[config.mk]
export PLATFORM = sky130hd
export DESIGN_NAME = dli_top
export DESIGN_NICKNAME = d
export VERILOG_FILES = /design/src/rtl/dli_pkg.sv /design/src/rtl/dli_top.sv /design/src/rtl/dli_tick_div.sv
export SDC_FILE = /design/constraint.sdc
export NUM_CORES = 1
export LEC_CHECK = 0
export BUFFER_PORTS_ARGS = -buffer_cell sky130_fd_sc_hd__buf_2
export CAP_MARGIN = 20
export CORE_ASPECT_RATIO = 0.8
export CORE_UTILIZATION = 27
export DETAILED_ROUTE_END_ITERATION = 7
export PLACE_DENSITY_LB_ADDON = 0.05
export SLEW_MARGIN = 20
export SYNTH_ARGS = -nofsm -noshare
export SYNTH_HDL_FRONTEND = slang
export SYNTH_HIERARCHICAL = 1
export SYNTH_SLANG_ARGS = --single-unit
[constraint.sdc]
create_clock -name clk_sys -period 4.96 [get_ports clk_sys]
set_input_delay 0.992 -clock clk_sys [delete_from_list [all_inputs] [get_ports clk_sys]]
set_output_delay 0.992 -clock clk_sys [all_outputs]
set_load 0.02 [all_outputs]
[src/rtl/dli_pkg.sv]
// package of constants and types for the diagnostic lamp indicator
package dli_pkg;
    localparam int unsigned CLK_HZ = 25_000_000;
    // blink half period and pause between count groups, in milliseconds
    localparam int unsigned BLINK_HALF_MS = 250;
    localparam int unsigned GROUP_GAP_MS = 1500;
    localparam int unsigned BLINK_HALF_CYC = CLK_HZ / 1000 * BLINK_HALF_MS;
    localparam int unsigned GAP_TICKS = GROUP_GAP_MS / BLINK_HALF_MS;
    localparam logic [3:0] DIAG_ID = 4'h8;
    // last count of the power-on wait before the id switch is read
    localparam logic [1:0] SETTLE_LAST = 2'h3;

    typedef enum logic [2:0] {
        DLI_RES_PASS = 3'h0,
        DLI_RES_RAM = 3'h1,
        DLI_RES_ROM = 3'h2,
        DLI_RES_DARK = 3'h3,
        DLI_RES_BRIGHT = 3'h4,
        DLI_RES_GRP2 = 3'h5,
        DLI_RES_GRP1 = 3'h6
    } dli_result_t;

    // online condition inputs, all same-domain levels
    typedef struct packed {
        logic post_busy;
        logic paper_err;
        logic cover_open;
        logic offline_req;
    } dli_online_t;

    // offline self-test report
    typedef struct packed {
        logic done;
        dli_result_t result;
    } dli_report_t;

    typedef struct packed {
        logic ready;
        logic jam;
    } dli_lamps_t;
endpackage

[src/rtl/dli_top.sv]
// lamp indicator for online status and offline self-test result
`timescale 1ns/10ps
module dli_top #(
    parameter int unsigned HALF_CYC = dli_pkg::BLINK_HALF_CYC,
    parameter int unsigned GAP = dli_pkg::GAP_TICKS
) (
    input wire logic clk_sys,
    input wire logic rstn,
    input wire logic [3:0] id_switch,
    input wire dli_pkg::dli_online_t online,
    input wire dli_pkg::dli_report_t report,
    output logic diag_mode,
    output dli_pkg::dli_lamps_t lamps
);
    initial begin
        if (GAP < 1) begin
            $error("group gap must be at least one tick");
        end
        // an odd gap would open the next group on a dark half and lose a blink
        if (GAP % 2 != 0) begin
            $error("group gap must be an even number of ticks");
        end
        if (GAP > 256) begin
            $error("group gap exceeds the gap counter");
        end
    end

    ////////////////////////////////////////////////////////////////
    logic tick;
    dli_tick_div #(.DIV(HALF_CYC)) u_div (
        .clk_sys(clk_sys),
        .rstn(rstn),
        .tick(tick)
    );

    // three-stage synchroniser for the id switch pins
    logic [3:0] id_s1_q, id_s2_q, id_s3_q;
    always_ff @(posedge clk_sys or negedge rstn) begin
        if (!rstn) begin
            id_s1_q <= 4'h0;
            id_s2_q <= 4'h0;
            id_s3_q <= 4'h0;
        end else begin
            id_s1_q <= id_switch;
            id_s2_q <= id_s1_q;
            id_s3_q <= id_s2_q;
        end
    end

    ////////////////////////////////////////////////////////////////
    // power-on sampling: wait until the synchroniser has settled
    logic [1:0] settle_q;
    logic sampled_q;
    logic diag_q;
    always_ff @(posedge clk_sys or negedge rstn) begin
        if (!rstn) begin
            settle_q <= 2'h0;
        end else if (settle_q != dli_pkg::SETTLE_LAST) begin
            settle_q <= settle_q + 2'h1;
        end
    end

    always_ff @(posedge clk_sys or negedge rstn) begin
        if (!rstn) begin
            sampled_q <= 1'b0;
            diag_q <= 1'b0;
        end else if (!sampled_q && settle_q == dli_pkg::SETTLE_LAST && id_s2_q == id_s3_q) begin
            sampled_q <= 1'b1;
            diag_q <= (id_s3_q == dli_pkg::DIAG_ID);
        end
    end
    assign diag_mode = diag_q;

    ////////////////////////////////////////////////////////////////
    // blink phase and count-group sequencer
    logic phase_q;
    always_ff @(posedge clk_sys or negedge rstn) begin
        if (!rstn) begin
            phase_q <= 1'b0;
        end else if (tick) begin
            phase_q <= ~phase_q;
        end
    end

    typedef enum logic [1:0] {
        ST_BLINK = 2'b01,
        ST_GAP = 2'b10
    } dli_seq_t;
    dli_seq_t seq_q;
    logic [2:0] blinks_q;
    logic [7:0] gap_q;
    logic [2:0] target;
    assign target = 3'(report.result);

    always_ff @(posedge clk_sys or negedge rstn) begin
        if (!rstn) begin
            seq_q <= ST_BLINK;
            blinks_q <= 3'h0;
            gap_q <= 8'h0;
        end else if (tick) begin
            unique case (seq_q)
                ST_BLINK: begin
                    // a blink ends on the falling half
                    if (phase_q) begin
                        if (blinks_q + 3'h1 >= target) begin
                            blinks_q <= 3'h0;
                            gap_q <= 8'h0;
                            seq_q <= ST_GAP;
                        end else begin
                            blinks_q <= blinks_q + 3'h1;
                        end
                    end
                end
                ST_GAP: begin
                    if (gap_q >= 8'(GAP - 1)) begin
                        seq_q <= ST_BLINK;
                    end else begin
                        gap_q <= gap_q + 8'h1;
                    end
                end
            endcase
        end
    end

    ////////////////////////////////////////////////////////////////
    logic ready_d, jam_d;
    always_comb begin
        ready_d = 1'b0;
        jam_d = 1'b0;
        if (!sampled_q) begin
            ready_d = 1'b0;
        end else if (diag_q) begin
            if (!report.done) begin
                ready_d = phase_q;
            end else if (report.result == dli_pkg::DLI_RES_RAM) begin
                ready_d = phase_q;
                jam_d = ~phase_q;
            end else if (report.result == dli_pkg::DLI_RES_PASS) begin
                // pass shows as steady ready lamp
                ready_d = 1'b1;
            end else begin
                ready_d = (seq_q == ST_BLINK) && !phase_q;
                jam_d = (seq_q == ST_BLINK) && !phase_q;
            end
        end else if (online.offline_req) begin
            ready_d = 1'b1;
            jam_d = 1'b1;
        end else if (online.paper_err) begin
            jam_d = 1'b1;
        end else if (online.cover_open) begin
            jam_d = phase_q;
        end else if (online.post_busy) begin
            ready_d = phase_q;
        end else begin
            ready_d = 1'b1;
        end
    end

    always_ff @(posedge clk_sys or negedge rstn) begin
        if (!rstn) begin
            lamps <= '0;
        end else begin
            lamps.ready <= ready_d;
            lamps.jam <= jam_d;
        end
    end
endmodule

[src/rtl/dli_tick_div.sv]
// divider that makes the blink tick enable
`timescale 1ns/10ps
module dli_tick_div #(
    parameter int unsigned DIV = 2
) (
    input wire logic clk_sys,
    input wire logic rstn,
    output logic tick
);
    localparam int unsigned W = $clog2(DIV) + 1;
    logic [W-1:0] cnt_q;

    initial begin
        if (DIV < 2) begin
            $error("divider must be at least 2");
        end
    end

    always_ff @(posedge clk_sys or negedge rstn) begin
        if (!rstn) begin
            cnt_q <= '0;
        end else if (cnt_q == W'(DIV - 1)) begin
            cnt_q <= '0;
        end else begin
            cnt_q <= cnt_q + W'(1);
        end
    end

    assign tick = (cnt_q == W'(DIV - 1));
endmodule

==> results.yml <==
sta:
  tightest_slew_ps: 737.7
  setup_viol: 0
  rsz0062_at_grt: "no"
  slew_viol_final: 0
  finalClockSkew_ps: 4.989
  fin_crit_ps: 2466
  setup_tns_ps: 0
  fmax_mhz: 405.5
  hold_viol_final: 0
  worst_slack_ps: 2494
  period_share_pct: 49.72
  relSlewSlack_pct: 50.82
grt:
  grt_pass1_vias: 1666
  grt_usage_pct: 10.71
  antenna_found_initial: 0
  grt_first_pass_wirelength_mm: 8.217
  grt_max_degree: 57
  overflow: 0
floorplanning:
  start_util_pct: 28.08
  fp-row-count: 31
  die_x_um: 111.1
  die-area_um2: 9915
  die_y_um: 89.26
  coreArea_um2: 9154
  pin_count: 17
cts:
  clk_pin_slew_ps: 70
  root_buffer: "clkbuf_16"
  cts_tree: "yes"
  hold_buffers: 0
  ctsResizeCount: 0
  cts_num_sinks: 56
  clkLatencyLatePin_ps: 290
  numCtsBuffers: 5
  htree_levels: 2
  postCtsSetupBuffers: 0
  cts_max_path_buffers: 2
synth:
  synthesis.area_um2: 2570
  synth_top_area_share_pct: 53.55
  synthCells: 237
  synth_edf_count: 0
  synth_top_family_by_area: "simple AND/OR/NAND/NOR gates"
  synth_fa_ha_area_share_pct: 4.382
  yosys-mux-area-fraction_pct: 1.315
  yosysWarnings: 6
  synthArstFlopShare_pct: 100.0
  synth_area_leaders: "dfrtp_1, ha_1, xor2_1"
  synth_xor_xnor_area_share_pct: 7.157
  seq_area_frac_synth_pct: 54.58
  synth_seq_cells: 56
  synth_area_leader_cell: "dfrtp_1"
  synth_compound_gate_area_share_pct: 9.202
  synthSimpleGateAreaFrac_pct: 21.08
  synth_cell_types: 46
  synth_ff_type: "dfrtp_1"
  syn_avg_cell_area_um2: 10.84
  syn_nets: 260
placement:
  post-place-ws_ps: 2169
  hpwl_mm: 3.351
  portBuffers: 16
  routabilityCongestion: 0.7565
worst_hold_path:
  min_path_cells: 0
  worstHoldPathType: "reg -> reg"
routing:
  dr.pass1.iters: 4
  via_count: 1739
  dr.first_iter.drc_count: 67
  routed_wl_mm: 4.872
  vias_per_cell: 4.637
  ant_nets: 0
  wl_per_cell_um: 12.99
  route.detailed.drc: 0
setup_path:
  cp_slowest_cell: "or4_1"
  slowest_delay_ps: 490
  startpoint_type: "register"
  cp_max_fo: 5
  reg2reg_depth: 8
  crit_chain: "ha_1 > xor2_1 > ha_1 > nand2_1 > o21ai_0 > a31oi_1 > or4_1 > nand2_1"
  end_kind: "register"
  worstPathArrival_ps: 2700
  path_class: "reg -> reg"
  required_ps: 5190
pwr:
  p_leak_nw: 1.257
  power_density_nw_per_um2: 305.2
  ir_drop_uv: 153.1
finish:
  seqCellArea_um2: 1403
  syn_to_final_growth_pct: 14.90
  drive_above_1_share_pct: 15.77
  multi_input_area_um2: 1114
  antenna_cells: 0
  utilization_pct: 32.26
  fill_cells: 961
  nNetsFinal: 282
flow_run:
  maxCapViolCount: 0
outcome:
  outcome: "finished, final reports clean"
==> final timing paths <==
kind | start | endpoint | slack, ps
min in group asynchronous | rstn | gap_q[5] | 830
max in group asynchronous | rstn | u_div/cnt_q[0] | 3630
max reg2reg | blinks_q[0] | gap_q[2] | 2490
min | id_s1_q[1] | id_s2_q[1] | 350
min reg2reg | id_s1_q[1] | id_s2_q[1] | 350
max | blinks_q[0] | gap_q[2] | 2490
==> cell usage in the layout (no fill, tap or decap), types with 2 or more instances in the layout <==
master | Yosys | layout
nor2b_1 | 3 | 3
nor4_1 | 3 | 3
mux2_2 | 3 | 3
or4_1 | 4 | 4
buf_2 | 2 | 16
dfrtp_1 | 55 | 55
nand4_1 | 5 | 5
a211oi_1 | 2 | 2
xnor2_1 | 9 | 9
ha_1 | 9 | 9
clkbuf_16 | 0 | 5
and2_1 | 4 | 4
o211ai_1 | 3 | 3
xor2_1 | 12 | 12
a21oi_1 | 6 | 6
o31ai_1 | 3 | 3
nand3_2 | 2 | 2
and4_1 | 4 | 4
nor3_1 | 5 | 4
buf_4 | 0 | 2
nand2_1 | 23 | 23
nor2_1 | 20 | 20
nor4b_1 | 2 | 2
o21ai_0 | 10 | 10
nand2b_1 | 6 | 6
nand3_1 | 9 | 9
inv_1 | 12 | 12
==> metrics by stage <==
stage / hold slack [ps] / instance area [µm²] / std cells / total power [W]
2_1_floorplan: 331.2 / 2570 / 237 / 0.0005167
3_3_place_gp: 332.7 / 2800 / 367 / 0.0005464
3_5_place_dp: 334.7 / 2800 / 367 / 0.0005460
4_1_cts: 353.8 / 2953 / 375 / 0.0009222
5_1_grt: 356.4 / 2953 / 375 / 0.0009471
6_report: 349.7 / 2953 / 375 / 0.0009012
==> power breakdown <==
| group | switching (W) | internal, W |
|---|---|---|
| Clock | 0.000174 | 0.000192 |
| Combinational | 0.0000358 | 0.0000210 |
| Sequential | 0.00000710 | 0.000471 |
| Total | 0.000217 | 0.000684 |
==> flip-flops by register name (all words and copies together), names as in the netlist <==
| register | count |
|---|---|
| id_s2_q | 4 |
| id_s3_q | 4 |
| u_div/cnt_q | 24 |
| id_s1_q | 4 |
| seq_q | 2 |
| gap_q | 8 |
| lamps | 2 |
| sampled_q | 1 |
| blinks_q | 3 |
| settle_q | 2 |
| phase_q | 1 |
| diag_mode | 1 |
==> cells in the mapped netlist, drive strengths merged, types with 2 or more instances <==
cell type,n
nor2b,3
and3,2
a211oi,3
and4,4
nor4,3
inv,12
mux2,3
nor2,20
buf,2
xnor2,9
or4,5
dfrtp,55
nor3,5
nand4,5
nand2,23
or3,2
ha,9
xor2,12
o31ai,3
nor4b,2
o211ai,3
nand3,11
and2,5
o21ai,11
a21oi,6
nand2b,6
==> critical path, delay by kind of cell (launching register included) <==
kind                     cells  cell delay (ps)
adder cells (fa/ha/maj)      2              540
flip-flops                   1              420
AO/OA/AOI/OAI                2              670
AND/OR/NAND/NOR              3              600
XOR/XNOR                     1              170
==> cells by family (layout without fill, tap and decap cells) <==
family | count (synthesis) | in the layout
simple gates | 99 | 99
flops | 56 | 56
compound gates | 34 | 34
xor+xnor | 21 | 21
buf+inv | 15 | 38
fa+ha+maj | 9 | 9
mux | 3 | 3
==> final cells by class <==
type	instances	area share, %
clock buffers	5	4.237
flip-flops and latches	56	47.50
inverters	12	1.525
well taps	115	4.873
clock inverters	3	0.9322
repair buffers	18	3.220
multi-input cells	166	37.71
==> layer usage <==
| layer | track usage, % | routed length, µm | up-vias |
|---|---|---|---|
| met2 | 16.18 | 2042 | 12 |
| met3 | 3.051 | 110 | 5 |
| met5 | 0 | 0 | - |
| met1 | 14.92 | 2679 | 844 |
| li1 | - | - | 878 |
| met4 | 3.317 | 40 | 0 |
Note: power is estimated with default switching activity, not from simulation.
